===== src/agcreg_pkg.sv =====
/*
  agcreg_pkg: offsets, field layout, reset values and decode constants
  for the record-path gain control register bank.
  assumes: 32-bit apb data, one register per aligned word.
*/
package agcreg_pkg;

  // printed offsets are not all multiples of four: they are indices
  localparam logic [7:0] IDX_LEFT_AGC_GAIN_READBACK      = 8'h5d;
  localparam logic [7:0] IDX_RIGHT_AGC_ENABLE_TARGET_HYST = 8'h5e;
  localparam logic [7:0] IDX_RIGHT_AGC_HYST_NOISE_THRESH = 8'h5f;
  localparam logic [7:0] IDX_RIGHT_AGC_MAX_GAIN          = 8'h60;

  localparam logic [7:0] RST_LEFT_AGC_GAIN   = 8'h00;
  localparam logic [7:0] RST_RIGHT_AGC_CTRL1 = 8'h00;
  localparam logic [7:0] RST_RIGHT_AGC_CTRL2 = 8'h00;
  localparam logic [7:0] RST_RIGHT_AGC_MAXG  = 8'h7f;

  // decoded settings while in reset, matching the reset field codes
  localparam logic [7:0] RST_TARGET_NEG_HALF_DBFS = 8'h0b;
  localparam logic       RST_LEVEL_HYST_ON        = 1'b1;
  localparam logic [2:0] RST_LEVEL_HYST_DB        = 3'h1;
  localparam logic [7:0] RST_NOISE_THRESH_NEG_DB  = 8'h1c;
  localparam logic [6:0] RST_MAX_GAIN_HALF_DB     = 7'h74;

  // writable bit masks; reserved bits read as zero
  localparam logic [7:0] MASK_RIGHT_AGC_CTRL1 = 8'hf3;
  localparam logic [7:0] MASK_RIGHT_AGC_CTRL2 = 8'hfe;
  localparam logic [7:0] MASK_RIGHT_AGC_MAXG  = 8'h7f;

  // gain range in half-dB steps
  localparam logic signed [7:0] GAIN_MIN_HALF_DB = 8'hf4;
  localparam logic signed [7:0] GAIN_MAX_HALF_DB = 8'h74;
  localparam logic [6:0]        MAXG_SAT_CODE    = 7'h74;

  // noise threshold: code 1 is -30 dB, 2 dB per code
  localparam logic [7:0] NOISE_BASE_DB = 8'h1e;
  localparam logic [7:0] NOISE_STEP_DB = 8'h02;

  typedef struct packed {
    logic       enable;
    logic [2:0] target;
    logic [1:0] gain_hyst;
    logic [1:0] level_hyst;
    logic [4:0] noise_thresh;
    logic [6:0] max_gain;
  } agcreg_cfg_s;

  typedef struct packed {
    logic        gain_hyst_on;
    logic [1:0]  gain_hyst_half_db;
    logic        level_hyst_on;
    logic [2:0]  level_hyst_db;
    logic        noise_gate_on;
    logic [7:0]  noise_thresh_neg_db;
    logic [6:0]  max_gain_half_db;
    logic [7:0]  target_neg_half_dbfs;
  } agcreg_decoded_s;

  // target in negative half-dBFS units
  function automatic logic [7:0] agcreg_target(input logic [2:0] code);
    case (code)
      3'h0:    agcreg_target = 8'h0b;
      3'h1:    agcreg_target = 8'h10;
      3'h2:    agcreg_target = 8'h14;
      3'h3:    agcreg_target = 8'h18;
      3'h4:    agcreg_target = 8'h1c;
      3'h5:    agcreg_target = 8'h22;
      3'h6:    agcreg_target = 8'h28;
      default: agcreg_target = 8'h30;
    endcase
  endfunction

endpackage


===== src/agcreg_top.sv =====
/*
  agcreg_top: apb register bank for record-path gain control settings
  and the left-channel gain readback.
  assumes: gain engine sits outside, on core_clk, and pulses a sample strobe.
*/
// What this block does
// - left present gain readable, 8-bit signed half-dB, -6 to +58 dB.
// - one bit enables right-channel gain control; resets off.
// - 3-bit target code selects -5.5 down to -24 dBFS.
// - 2-bit gain hysteresis: zero disables, else 0.5, 1.0, 1.5 dB.
// - 2-bit level hysteresis: 1, 2, 4 dB; code three disables.
// - noise threshold zero disables the noise gate; resets to zero.
// - nonzero noise code: -30 dB at one, 2 dB lower per code.
// - 7-bit max gain caps at code times 0.5 dB; resets all ones.
// - max gain codes 116 to 127 all cap at 58 dB.
`timescale 1ns/1ps
`default_nettype none
module agcreg_top
  import agcreg_pkg::*;
(
  // clock and reset
  input  wire logic        core_clk,
  input  wire logic        rst,
  // apb slave
  input  wire logic        psel,
  input  wire logic        penable,
  input  wire logic        pwrite,
  input  wire logic [11:0] paddr,
  input  wire logic [31:0] pwdata,
  input  wire logic [3:0]  pstrb,
  output logic             pready,
  output logic             pslverr,
  output logic [31:0]      prdata,
  // gain engine side
  input  wire logic [7:0]  left_gain_now,
  input  wire logic        left_gain_stb,
  // settings to the right-channel engine
  output logic             right_agc_enable,
  output logic [7:0]       right_target_neg_half_dbfs,
  output logic             right_gain_hyst_on,
  output logic [1:0]       right_gain_hyst_half_db,
  output logic             right_level_hyst_on,
  output logic [2:0]       right_level_hyst_db,
  output logic             right_noise_gate_on,
  output logic [7:0]       right_noise_thresh_neg_db,
  output logic [6:0]       right_max_gain_half_db
);

  logic [7:0]      left_gain;
  logic [7:0]      ctrl1;
  logic [7:0]      ctrl2;
  logic [7:0]      maxg;
  agcreg_cfg_s     cfg;
  agcreg_decoded_s dec;

  // address decode
  wire        setup_ph   = psel & ~penable;
  wire        word_ok    = (paddr[1:0] == 2'h0) && (paddr[11:10] == 2'h0);
  wire [7:0]  reg_idx    = paddr[9:2];
  wire        hit_left   = word_ok && (reg_idx == IDX_LEFT_AGC_GAIN_READBACK);
  wire        hit_ctrl1  = word_ok && (reg_idx == IDX_RIGHT_AGC_ENABLE_TARGET_HYST);
  wire        hit_ctrl2  = word_ok && (reg_idx == IDX_RIGHT_AGC_HYST_NOISE_THRESH);
  wire        hit_maxg   = word_ok && (reg_idx == IDX_RIGHT_AGC_MAX_GAIN);
  wire        hit_any    = hit_left | hit_ctrl1 | hit_ctrl2 | hit_maxg;
  // writes to the read-only word count as errors, not silent drops
  wire        bad_access = ~hit_any | (pwrite & hit_left);
  wire        lane0      = pstrb[0];
  // a write lands only at the edge where the master samples pready
  wire        access_ph  = psel & penable & pready;
  wire        wr_take    = access_ph & pwrite & ~bad_access & lane0;
  wire [7:0]  wbyte      = pwdata[7:0];

  // reserved bits are masked so they always read zero
  wire [7:0]  next_ctrl1 = wbyte & MASK_RIGHT_AGC_CTRL1;
  wire [7:0]  next_ctrl2 = wbyte & MASK_RIGHT_AGC_CTRL2;
  wire [7:0]  next_maxg  = wbyte & MASK_RIGHT_AGC_MAXG;

  wire [7:0]  rd_byte    = hit_left  ? left_gain :
                           hit_ctrl1 ? ctrl1 :
                           hit_ctrl2 ? ctrl2 :
                           hit_maxg  ? maxg  : 8'h00;
  wire [31:0] next_prdata = (setup_ph & ~pwrite & hit_any) ? {24'h000000, rd_byte} : 32'h00000000;

  // one wait-free access: answer in the access phase after setup
  always_ff @(posedge core_clk or posedge rst) begin
    if (rst) begin
      pready  <= 1'b0;
      pslverr <= 1'b0;
      prdata  <= 32'h00000000;
    end else begin
      pready  <= setup_ph;
      pslverr <= setup_ph & bad_access;
      prdata  <= next_prdata;
    end
  end

  // writes land at the access edge; settings follow one edge later
  always_ff @(posedge core_clk or posedge rst) begin
    if (rst) begin
      ctrl1 <= RST_RIGHT_AGC_CTRL1;
      ctrl2 <= RST_RIGHT_AGC_CTRL2;
      maxg  <= RST_RIGHT_AGC_MAXG;
    end else begin
      if (wr_take & hit_ctrl1)
        ctrl1 <= next_ctrl1;
      if (wr_take & hit_ctrl2)
        ctrl2 <= next_ctrl2;
      if (wr_take & hit_maxg)
        maxg <= next_maxg;
    end
  end

  // engine gain clamped to the documented span
  wire signed [7:0] gain_in   = left_gain_now;
  wire [7:0]  next_left_gain  = (gain_in < GAIN_MIN_HALF_DB) ? GAIN_MIN_HALF_DB :
                                (gain_in > GAIN_MAX_HALF_DB) ? GAIN_MAX_HALF_DB : left_gain_now;

  always_ff @(posedge core_clk or posedge rst) begin
    if (rst)
      left_gain <= RST_LEFT_AGC_GAIN;
    else if (left_gain_stb)
      left_gain <= next_left_gain;
  end

  assign cfg.enable       = ctrl1[7];
  assign cfg.target       = ctrl1[6:4];
  assign cfg.gain_hyst    = ctrl1[1:0];
  assign cfg.level_hyst   = ctrl2[7:6];
  assign cfg.noise_thresh = ctrl2[5:1];
  assign cfg.max_gain     = maxg[6:0];

  agcreg_decode u_decode (
    .cfg (cfg),
    .dec (dec)
  );

  // settings registered so every output leaves a flip-flop
  always_ff @(posedge core_clk or posedge rst) begin
    if (rst) begin
      right_agc_enable           <= 1'b0;
      right_target_neg_half_dbfs <= RST_TARGET_NEG_HALF_DBFS;
      right_gain_hyst_on         <= 1'b0;
      right_gain_hyst_half_db    <= 2'h0;
      right_level_hyst_on        <= RST_LEVEL_HYST_ON;
      right_level_hyst_db        <= RST_LEVEL_HYST_DB;
      right_noise_gate_on        <= 1'b0;
      right_noise_thresh_neg_db  <= RST_NOISE_THRESH_NEG_DB;
      right_max_gain_half_db     <= RST_MAX_GAIN_HALF_DB;
    end else begin
      right_agc_enable           <= cfg.enable;
      right_target_neg_half_dbfs <= dec.target_neg_half_dbfs;
      right_gain_hyst_on         <= dec.gain_hyst_on;
      right_gain_hyst_half_db    <= dec.gain_hyst_half_db;
      right_level_hyst_on        <= dec.level_hyst_on;
      right_level_hyst_db        <= dec.level_hyst_db;
      right_noise_gate_on        <= dec.noise_gate_on;
      right_noise_thresh_neg_db  <= dec.noise_thresh_neg_db;
      right_max_gain_half_db     <= dec.max_gain_half_db;
    end
  end

  AST_MAXG_SAT: assert property (@(posedge core_clk) disable iff (rst)
    (maxg[6:0] >= 7'h74) |=> (right_max_gain_half_db == 7'h74))
    else $error("max gain not saturated at 58 dB");

  AST_MAXG_LIN: assert property (@(posedge core_clk) disable iff (rst)
    (maxg[6:0] < 7'h74) |=> (right_max_gain_half_db == $past(maxg[6:0])))
    else $error("max gain not equal to code");

  AST_NOISE_OFF: assert property (@(posedge core_clk) disable iff (rst)
    (ctrl2[5:1] == 5'h00) |=> !right_noise_gate_on)
    else $error("noise gate on with zero threshold");

  AST_NOISE_VAL: assert property (@(posedge core_clk) disable iff (rst)
    (ctrl2[5:1] == 5'h1f) |=> (right_noise_gate_on && right_noise_thresh_neg_db == 8'h5a))
    else $error("noise threshold code 31 not -90 dB");

  AST_LEVEL_HYST: assert property (@(posedge core_clk) disable iff (rst)
    (ctrl2[7:6] == 2'h2) |=> (right_level_hyst_on && right_level_hyst_db == 3'h4))
    else $error("level hysteresis code 2 not 4 dB");

  AST_GAIN_HYST: assert property (@(posedge core_clk) disable iff (rst)
    (ctrl1[1:0] == 2'h0) |=> !right_gain_hyst_on)
    else $error("gain hysteresis on at code zero");

  AST_TARGET: assert property (@(posedge core_clk) disable iff (rst)
    (ctrl1[6:4] == 3'h7) |=> (right_target_neg_half_dbfs == 8'h30))
    else $error("target code 7 not -24 dBFS");

  AST_ENABLE: assert property (@(posedge core_clk) disable iff (rst)
    (wr_take && hit_ctrl1) |-> ##2 (right_agc_enable == $past(pwdata[7], 2)))
    else $error("enable bit not following write");

  AST_RSVD: assert property (@(posedge core_clk) disable iff (rst)
    (ctrl1[3:2] == 2'h0) && (ctrl2[0] == 1'b0) && (maxg[7] == 1'b0))
    else $error("reserved bit reads nonzero");

  AST_GAIN_TRACK: assert property (@(posedge core_clk) disable iff (rst)
    left_gain_stb |=> ($signed(left_gain) >= -8'sd12 && $signed(left_gain) <= 8'sd116))
    else $error("left gain readback out of span");

  AST_GAIN_CAPTURE: assert property (@(posedge core_clk) disable iff (rst)
    (left_gain_stb && $signed(left_gain_now) >= -8'sd12 && $signed(left_gain_now) <= 8'sd116)
    |=> (left_gain == $past(left_gain_now)))
    else $error("in-span left gain not captured on strobe");

  AST_GAIN_HOLD: assert property (@(posedge core_clk) disable iff (rst)
    !left_gain_stb |=> $stable(left_gain))
    else $error("left gain readback changed without strobe");

  AST_RO_WRITE: assert property (@(posedge core_clk) disable iff (rst)
    (psel && penable && pwrite && hit_left) |-> pslverr)
    else $error("write to gain readback not refused");

  AST_RDATA_UPPER: assert property (@(posedge core_clk) disable iff (rst)
    pready |-> (prdata[31:8] == 24'h000000))
    else $error("read data upper bits nonzero");

  AST_TARGET_ZERO: assert property (@(posedge core_clk) disable iff (rst)
    (ctrl1[6:4] == 3'h0) |=> (right_target_neg_half_dbfs == 8'h0b))
    else $error("target code 0 not -5.5 dBFS");

  AST_GAIN_HYST_VAL: assert property (@(posedge core_clk) disable iff (rst)
    (ctrl1[1:0] != 2'h0) |=> (right_gain_hyst_on && right_gain_hyst_half_db == $past(ctrl1[1:0])))
    else $error("gain hysteresis not following code");

  AST_LEVEL_OFF: assert property (@(posedge core_clk) disable iff (rst)
    (ctrl2[7:6] == 2'h3) |=> !right_level_hyst_on)
    else $error("level hysteresis on at code 3");

  AST_NOISE_ONE: assert property (@(posedge core_clk) disable iff (rst)
    (ctrl2[5:1] == 5'h01) |=> (right_noise_gate_on && right_noise_thresh_neg_db == 8'h1e))
    else $error("noise threshold code 1 not -30 dB");

endmodule // agcreg_top
`default_nettype wire


===== src/agcreg_decode.sv =====
/*
  agcreg_decode: turns raw right-channel fields into physical settings.
  assumes: fields come from registers on the same clock.
*/
`timescale 1ns/1ps
`default_nettype none
module agcreg_decode
  import agcreg_pkg::*;
(
  // raw fields
  input  wire agcreg_cfg_s     cfg,
  // decoded settings
  output agcreg_decoded_s dec
);

  wire [7:0] noise_steps = {3'h0, cfg.noise_thresh} - 8'h01;

  assign dec.gain_hyst_on          = (cfg.gain_hyst != 2'h0);
  assign dec.gain_hyst_half_db     = cfg.gain_hyst;
  assign dec.level_hyst_on         = (cfg.level_hyst != 2'h3);
  assign dec.level_hyst_db         = 3'(3'h1 << cfg.level_hyst);
  assign dec.noise_gate_on         = (cfg.noise_thresh != 5'h00);
  assign dec.noise_thresh_neg_db   = NOISE_BASE_DB + 8'(noise_steps << 1);
  assign dec.max_gain_half_db      = (cfg.max_gain > MAXG_SAT_CODE) ? MAXG_SAT_CODE
                                                                   : cfg.max_gain;
  assign dec.target_neg_half_dbfs  = agcreg_target(cfg.target);

endmodule // agcreg_decode
`default_nettype wire


===== config.mk =====
export PLATFORM = sky130hd
export DESIGN_NAME = agcreg_top
export DESIGN_NICKNAME = d
export VERILOG_FILES = /design/src/agcreg_pkg.sv /design/src/agcreg_top.sv /design/src/agcreg_decode.sv
export SDC_FILE = /design/constraint.sdc
export NUM_CORES = 1
export LEC_CHECK = 0
export BUFFER_PORTS_ARGS = -buffer_cell sky130_fd_sc_hd__buf_2
export CAP_MARGIN = 10
export CORE_MARGIN = 10
export CORE_UTILIZATION = 42
export DETAILED_ROUTE_END_ITERATION = 7
export GPL_ROUTABILITY_DRIVEN = 1
export PLACE_DENSITY = 0.71
export SYNTH_ARGS = -nofsm -noshare
export SYNTH_HDL_FRONTEND = slang
export SYNTH_SLANG_ARGS = --single-unit

===== constraint.sdc =====
create_clock -name core_clk -period 2.15 [get_ports core_clk]
set_input_delay 0.215 -clock core_clk [delete_from_list [all_inputs] [get_ports core_clk]]
set_output_delay 0.215 -clock core_clk [all_outputs]
set_load 0.02 [all_outputs]

### Word level (Yosys, flattened, before mapping)

Index checks and enable logic that the tools add are counted.

* bitwise logic cells: 21
* multiplexer cells: 9
* equal/unequal tests: 11
* add/subtract/negate cells: 2
* shift operators: 1
* reductions and logical operators: 10
* $lt $le $gt $ge: 3

Operator list (count)
* 8-bit two-way mux: 6
* 6-bit case mux with 7 select lines: 1
* 8-bit by 7-bit == test with 1-bit output (second input constant): 4
* 7-bit two-way mux: 2
* 1-bit AND: 13
* 3-bit == test (second input constant): 3
* 5-bit by 8-bit adder with 8-bit output (first input constant): 1
* 8-bit > comparator (second input constant): 1
* 8-bit by 5-bit less-than comparator with 1-bit output (second input constant): 1
* 7-bit > comparator (second input constant): 1
* 3-bit by 2-bit == test with 1-bit output (second input constant): 2
* 5-bit by 1-bit subtractor with 6-bit output (second input constant): 1
* 1-bit logical AND: 5
* 5-bit nonzero test: 1
* 2-bit zero test: 2
* 1-bit NOT: 4
* 1-bit bitwise OR: 4
* 3-bit by 1-bit == test with 1-bit output (second input constant): 1
* 3-bit zero test: 1
* 1-bit by 2-bit << shifter with 3-bit output (first input constant): 1
* 2-bit inequality test (second input constant): 1
* 2-bit nonzero test: 1

* register bits: 70
* output and inout port bits: 66
* bits of input ports: 62
* word-level logic and storage cells: 73

### Logic depth before layout (Yosys ltp)

Gate-level depths: netlist (run 1).

* depth after elaboration: 12
* depth in mapped cells: 8
* depth with buffers taken out: 6

### Cells and area by module

A second synthesis (run 1) with hierarchy kept.

* cell total of the unflattened synthesis: 280
* area total of the unflattened synthesis: 3288.2 µm²

By module, submodules not included
* agcreg_top: cells each 217, times used 1, area each 2866.5 µm², seq. area each 1775.5 µm²
* agcreg_decode: cells each 63, times used 1, area each 421.7 µm², seq. area each 0.0 µm²

### Worst setup path before layout (run 1)

Ideal clock, no wire load.

* path type: register to register
* start point: register ctrl2[1]
* end point: register right_noise_thresh_neg_db[5]
* setup time: 0.131 ns
* arrival: 1.724 ns
* period minus slack after synthesis: 1.855 ns
* setup slack: 0.295 ns
* stages on the path, launching flop included: 9
* path buffers: 2
* data required time: 2.019 ns
* cells stage by stage: dfrtp_1 -> clkbuf_1 -> inv_1 -> ha_1 -> clkbuf_1 -> or3_1 -> o21ai_0 -> o21ai_0 -> xor2_1

RTL lines
* from (decl): RTL line agcreg_top.sv:51 `logic [7:0] ctrl2;`
* from (signal assigned): RTL line agcreg_top.sv:107 `ctrl2 <= next_ctrl2;`
* to (signal assigned): RTL line agcreg_top.sv:157 `right_noise_thresh_neg_db <= dec.noise_thresh_neg_db;`
* to (decl): RTL line agcreg_top.sv:45 `output logic [7:0] right_noise_thresh_neg_db,`

==> results.yml, run 1 <==
critical_path:
  critical_path.startpoint: "ctrl2[2]"
  end_kind: "flip-flop"
  cp_max_fo: 7
  rr_startpoint: "ctrl2[2]"
  critPathLaunchType: "flip-flop"
  critical_path_class: "reg -> reg"
  rr_worst_depth: 6
  cp_data_required_time_ns: 2.37
  timing.rr.end: "right_noise_thresh_neg_db[5]"
  arrival_ns: 1.92
  r2r_slack_ns: 0.45
grt:
  globalRoute.totalOverflow: 0
  antenna_found_initial: 0
  grt_pass1_wl_um: 11400
  grt_max_degree: 39
  grt_use_total: 0.125
  grt_pass1_vias: 2255
clock_network:
  cts_resized: 0
  h-tree-depth: 3
  cts_tree: "yes"
  holdBufCountCts: 1
  cts_made_buffers: 9
  postCtsSetupBuffers: 0
  cts_root_buffer: "clkbuf_8"
  max-clock-path-buffers: 2
  cts.clk_slew.worst_paths_ns: 0.07
  insertion_delay_ns: 0.34
  cts_sinks: 67
power_and_ir_drop:
  p_total_uw: 2520
  leakage_uw: 0.00177
  power_per_cell_area_mw_per_mm2: 674
  ir_drop_v: 0.000252
routing:
  ant_nets: 0
  wl_per_cell_um: 16.0
  vias: 2209
  first_pass_iters: 4
  drcViolationCount: 0
  wl_um: 7140
  drtIter0Drc: 152
  viasPerCell: 4.94
floorplan:
  io_pins: 128
  core_mm2: 0.00729
  std_cell_rows: 31
  dieWidth_um: 107
  start_util: 0.433
  chipHeight_um: 107
  die_area_mm2: 0.0114
cells_and_area:
  antennaDiodeCount: 0
  utilization: 0.513
  drive_gt1_frac: 0.420
  fin_nets: 407
  area_growth_pct: 18.5
  final_area_mm2: 0.00374
logic_synthesis:
  ys_types: 54
  yosysSeqAreaShare: 0.539
  synth_warnings: 0
  synth_ff_type: "dfrtp_1"
  synth_area_per_cell_um2: 11.8
  ys_async_sr_fraction: 1.00
  ys_seq_elements: 67
  synth_edf_count: 0
  synth_cells: 268
  syn-cell-area_mm2: 0.00316
sta:
  clock_skew_ns: 0.00485
  rsz0062_at_grt: "false"
  fin_crit_ns: 1.70
  worst_pin_slew_ns: 0.610
  fmax_ghz: 0.589
  setup_violations: 0
  finalHoldViolCount: 0
  final.setup.tns_ns: 0
  slew-limit-headroom: 0.593
  final.period_utilization: 0.789
  drv_slew: 0
min_path:
  min_path_type: "in -> reg"
  min_to: "left_gain[4]"
  min_from: "left_gain_now[4]"
  holdPathStages: 2
flow_run:
  max_cap_violations: 0
outcome:
  outcome: "finished, final reports clean"
placed_design:
  io_buffers: 73
  placed_area_mm2: 0.00353
  dp_hpwl_um: 5580
  gp_congestion: 0.839
-- cells in the final DEF, fill, tap and decap left out, drive strengths merged, types with 3 or more instances in the layout --
| cell type | count |
|---|---|
| o22ai | 3 |
| nand3 | 9 |
| nor2 | 19 |
| nor2b | 7 |
| xnor2 | 5 |
| dfstp | 19 |
| nand4 | 6 |
| and2 | 3 |
| buf | 76 |
| clkbuf | 10 |
| inv | 12 |
| nand2 | 5 |
| a21oi | 13 |
| o221a | 4 |
| mux2 | 23 |
| o22a | 3 |
| conb | 27 |
| o21ai | 8 |
| dfrtp | 48 |
| clkinvlp | 4 |
| xor2 | 3 |
| nor3 | 3 |
-- cell usage after synthesis (3+ instances only) --
cell	instances	share of area
a21oi_1	13	0.021
and2_1	3	0.0059
buf_4	28	0.067
clkbuf_1	11	0.013
dfrtp_1	48	0.38
dfstp_2	19	0.16
inv_1	12	0.014
mux2_2	23	0.082
nand2_1	4	0.0048
nand3_1	8	0.013
nand4_1	6	0.012
nor2_1	16	0.019
nor2_4	3	0.011
nor2b_1	7	0.014
o21ai_0	7	0.011
o221a_1	4	0.014
o22a_1	3	0.0083
o22ai_1	3	0.0059
xnor2_1	5	0.014
xor2_1	3	0.0083
-- layer usage --
layer,global-route usage,share of wire
met2,0.185,0.43
met5,0,0
met1,0.156,0.47
met3,0.0443,0.071
met4,0.0658,0.021
-- cells by family after synthesis --
group | Yosys count | share of synthesized area
AO/OA/AOI/OAI | 49 | 0.115
buffers and inverters | 51 | 0.0940
adder cells (fa/ha/maj) | 2 | 0.00793
multiplexers | 24 | 0.0853
XOR/XNOR | 8 | 0.0222
AND/OR/NAND/NOR | 66 | 0.136
flip-flops | 67 | 0.539
other | 1 | 0.00119
-- power by group --
group	leakage, µW	total (µW)	internal, µW	switching, µW
registers	0.000846	1290	1280	9.76
logic	0.000837	189	54.7	134
clock network	0.0000905	1040	564	479
total	0.00177	2520	1900	623
-- how the worst max path moves through the flow --
stage,slack [ns],endpoint,depth (start not counted)
2_1_floorplan,0.28,ctrl1[0],1
3_3_place_gp,0.34,ctrl2[1],5
3_5_place_dp,0.33,ctrl2[2],5
4_1_cts,0.46,right_noise_thresh_neg_db[5],6
5_1_grt,0.33,right_noise_thresh_neg_db[5],6
6_report,0.45,right_noise_thresh_neg_db[5],6
-- layout make-up --
cell class                      instances  area (µm²)
Clock buffer                           10         138
Multi-Input combinational cell        176        1260
Fill cell                             694        3550
Timing Repair Buffer                   77         410
Clock inverter                          6        65.1
Tap cell                               99         124
Inverter                               12        45.0
Sequential cell                        67        1700
-- sequential cells by signal, summed over array words and instances (netlist names), 2 cells and up --
| name | cells |
|---|---|
| left_gain | 8 |
| prdata | 8 |
| ctrl2 | 7 |
| maxg | 7 |
| right_max_gain_half_db | 7 |
| right_noise_thresh_neg_db | 7 |
| ctrl1 | 6 |
| right_target_neg_half_dbfs | 6 |
| right_level_hyst_db | 3 |
| right_gain_hyst_half_db | 2 |
-- metrics by stage --
stage	hold WS [ns]	instances	setup WS [ns]
CTS	0.0953	447	0.459
global route	0.106	447	0.328
global placement	0.311	430	0.342
finish	0.109	447	0.453
detailed placement	0.323	430	0.333
floorplan	0.341	294	0.283
-- critical path: stages, from the launching register on --
cell and delay [ns]:
dfrtp_1 0.42, inv_1 0.09, ha_1 0.28, or3_1 0.35
o21ai_0 0.15, o21ai_0 0.13, xor2_1 0.16
No activity file was read; power rests on OpenSTA's default activity.
==> run 2, diff against run 1 <==
--- a/config.mk
+++ b/config.mk
@@ -5,13 +5,14 @@
 export SDC_FILE = /design/constraint.sdc
 export NUM_CORES = 1
 export LEC_CHECK = 0
+export ABC_AREA = 1
 export BUFFER_PORTS_ARGS = -buffer_cell sky130_fd_sc_hd__buf_2
 export CAP_MARGIN = 10
 export CORE_MARGIN = 10
 export CORE_UTILIZATION = 42
 export DETAILED_ROUTE_END_ITERATION = 7
 export GPL_ROUTABILITY_DRIVEN = 1
-export PLACE_DENSITY = 0.71
+export PLACE_DENSITY = 0.73
 export SYNTH_ARGS = -nofsm -noshare
 export SYNTH_HDL_FRONTEND = slang
 export SYNTH_SLANG_ARGS = --single-unit
==> constraint.sdc (replaced) <==
create_clock -name core_clk -period 1.45 [get_ports core_clk]
set_input_delay 0.145 -clock core_clk [delete_from_list [all_inputs] [get_ports core_clk]]
set_output_delay 0.145 -clock core_clk [all_outputs]
set_load 0.02 [all_outputs]
==> run 2 against run 1 <==
- via count up 19%
- final area rose by 7.7%
- register-to-register slack got worse by 0.35 ns
- utilization grew 1.4 points
- first-iteration DRC count rose by 13%
- non-clock buffer count increased by 14
- die area grew 2.6%
- routed wire length grew 9.4%
- worst hold slack got worse by 0.067 ns
- critical path type unchanged
- critical endpoint is now right_noise_thresh_neg_db[6]
==> results.yml, run 2 <==
routing:
  wl_per_cell_um: 14.1
  vias: 2621
  viasPerCell: 4.75
  first_pass_iters: 4
  drtIter0Drc: 171
  ant_nets: 0
  drcViolationCount: 0
  wl_um: 7810
sta:
  finalHoldViolCount: 0
  final.setup.tns_ns: 0
  holdWs_ns: 0.0414
  rsz0062_at_grt: "false"
  fmax_ghz: 0.742
  drv_slew: 0
  fin_crit_ns: 1.35
  clock_skew_ns: 0.00437
  setup_violations: 0
  final.period_utilization: 0.929
logic_synthesis:
  synthTopCellsByArea: "dfrtp_1, dfstp_2, nand2_1, buf_4, nand4_1"
  synth_edf_count: 0
  yosys-top-cells-count: "nand2_1, dfrtp_1, inv_1"
  synth_ff_type: "dfrtp_1"
  ys_async_sr_fraction: 1.00
  ys_types: 35
  synth_top_area_cell: "dfrtp_1"
  yosysSeqAreaShare: 0.522
  ys_seq_elements: 67
  syn-cell-area_mm2: 0.00326
  synth_cells: 352
  synth_area_per_cell_um2: 9.26
  synth_top_area_frac: 0.369
  synth_warnings: 0
  synth.most_common_cell: "nand2_1"
power_and_ir_drop:
  ir_drop_v: 0.000439
  p_total_uw: 3880
  p_clk_frac: 0.440
  pwr-share-seq: 0.491
  switchingPower_uw: 896
  power_per_cell_area_mw_per_mm2: 964
  internal_power_uw: 2980
  leakage_uw: 0.00207
  pwr-share-comb: 0.069
  p_sw_frac: 0.231
critical_path:
  critPathLaunchType: "flip-flop"
  arrival_ns: 1.56
  cp_data_required_time_ns: 1.67
  cp_max_fo: 3
  rr_startpoint: "ctrl2[2]"
  critical_path_class: "reg -> reg"
  critical_path.startpoint: "ctrl2[2]"
  end_kind: "flip-flop"
floorplan:
  die_area_mm2: 0.0117
  std_cell_rows: 32
  core_mm2: 0.00765
  start_util: 0.426
  io_pins: 128
  chipHeight_um: 108
  dieWidth_um: 108
clock_network:
  insertion_delay_ns: 0.34
  cts_sinks: 67
  cts_root_buffer: "clkbuf_8"
  cts_tree: "yes"
  max-clock-path-buffers: 2
  cts.clk_slew.worst_paths_ns: 0.07
  h-tree-depth: 3
  cts_made_buffers: 9
cells_and_area:
  fin_nets: 508
  multi_input_area_mm2: 0.00126
  drive_gt1_frac: 0.361
  fillers: 716
  final_cell_mix: "buf_2, nand2_1, dfrtp_1, inv_1, conb_1"
  final-seq-area_mm2: 0.00170
  top_regs: "left_gain (8), prdata (8)"
  area_growth_pct: 23.5
  stdcell_count: 552
  mostFrequentLayoutCell: "buf_2"
min_path:
  min_from: "pwdata[0]"
  min_path_type: "in -> reg"
grt:
  grt_max_degree: 25
  grt_pass1_wl_um: 12700
  grt_pass1_vias: 2725
  antenna_found_initial: 0
  grt_use_total: 0.136
  globalRoute.totalOverflow: 0
outcome:
  outcome: "finished, final reports clean"
placed_design:
  io_buffers: 73
  dp_cells: 532
  gp_congestion: 0.859
  dp_hpwl_um: 6100
flow_run:
  max_cap_violations: 0
==> run 2: cell types whose count changed in the layout (fill, tap and decap cells not counted), moves of 5 or more <==
| cell | delta |
|---|---|
| nand4_1 | +17 |
| buf_4 | +11 |
| nor2b_1 | -7 |
| inv_2 | +9 |
| inv_1 | +23 |
| o211ai_1 | +6 |
| o21ai_0 | +10 |
| mux2_2 | -23 |
| nand2_1 | +65 |
| nand2_2 | +5 |
| nor2_1 | +9 |
==> run 2: routing by layer <==
layer | routed length [µm] | track usage | vias up | part of all wire
met5 | 0 | 0 | - | 0
met4 | 158 | 0.0630 | 0 | 0.020
met1 | 3390 | 0.163 | 1232 | 0.43
li1 | - | - | 1274 | -
met3 | 659 | 0.0470 | 15 | 0.084
met2 | 3600 | 0.214 | 100 | 0.46
==> run 2: path summary, 6_finish.rpt <==
path | endpoint | slack, ns | cells past startpoint
max in group asynchronous | right_max_gain_half_db[2] | 0.54 | 4
hold / removal | maxg[0] | 0.04 | 3
hold reg to reg | right_max_gain_half_db[5] | 0.39 | 0
setup reg to reg | right_noise_thresh_neg_db[6] | 0.10 | 7
setup / recovery | right_noise_thresh_neg_db[6] | 0.10 | 7
min in group asynchronous | right_noise_thresh_neg_db[7] | 0.35 | 3
==> run 2: layout make-up <==
class	instances	share of cell area
flip-flops and latches	67	0.422
multi-input cells	229	0.312
repair buffers	91	0.135
inverters	46	0.0438
clock buffers	11	0.0351
well taps	102	0.0317
clock inverters	5	0.0193
diodes	1	0.000622
==> run 2: power by group through the flow <==
stage	sequential, µW	clock [µW]	combinational, µW
after floorplan	1940	0	209
final	1910	1710	266
after global routing	1910	1830	298
after global placement	1940	0	254
after CTS	1910	1730	266
after detailed placement	1940	0	261
==> run 2: what timing repair did <==
action	4_1_cts	5_1_grt
setup buffers	1	0
resized for setup	0	6
gates cloned	0	0
hold endpoints to repair	10	0
pin swaps	0	1
hold buffers	2	0
setup endpoints to repair	2	3
==> run 2: cell families (layout without fill, tap and decap cells) <==
logic type | count (synthesis) | in the layout | synth area share
AND/OR/NAND/NOR | 153 | 153 | 0.249
buffers and inverters | 82 | 153 | 0.132
flip-flops | 67 | 67 | 0.522
AO/OA/AOI/OAI | 41 | 41 | 0.0726
XOR/XNOR | 6 | 6 | 0.0161
adder cells (fa/ha/maj) | 2 | 2 | 0.00768
other | 1 | 28 | 0.00115
==> run 2: per-stage QoR <==
stage | setup slack [ns] | area (µm²) | utilization
final | 0.103 | 4030 | 0.526
after global routing | 0.00396 | 4020 | 0.526
after CTS | 0.00358 | 3990 | 0.522
after detailed placement | -0.00629 | 3750 | 0.490
after global placement | 0.0557 | 3750 | 0.490
after floorplan | 0.0838 | 3360 | -
==> run 2: worst max-delay path, stage by stage, from the launching register on <==
cell,delay (ns)
dfrtp_1,0.42
inv_2,0.08
ha_4,0.18
xor2_2,0.16
nor2_2,0.14
nand3_1,0.09
nand3_1,0.07
o21ai_0,0.08
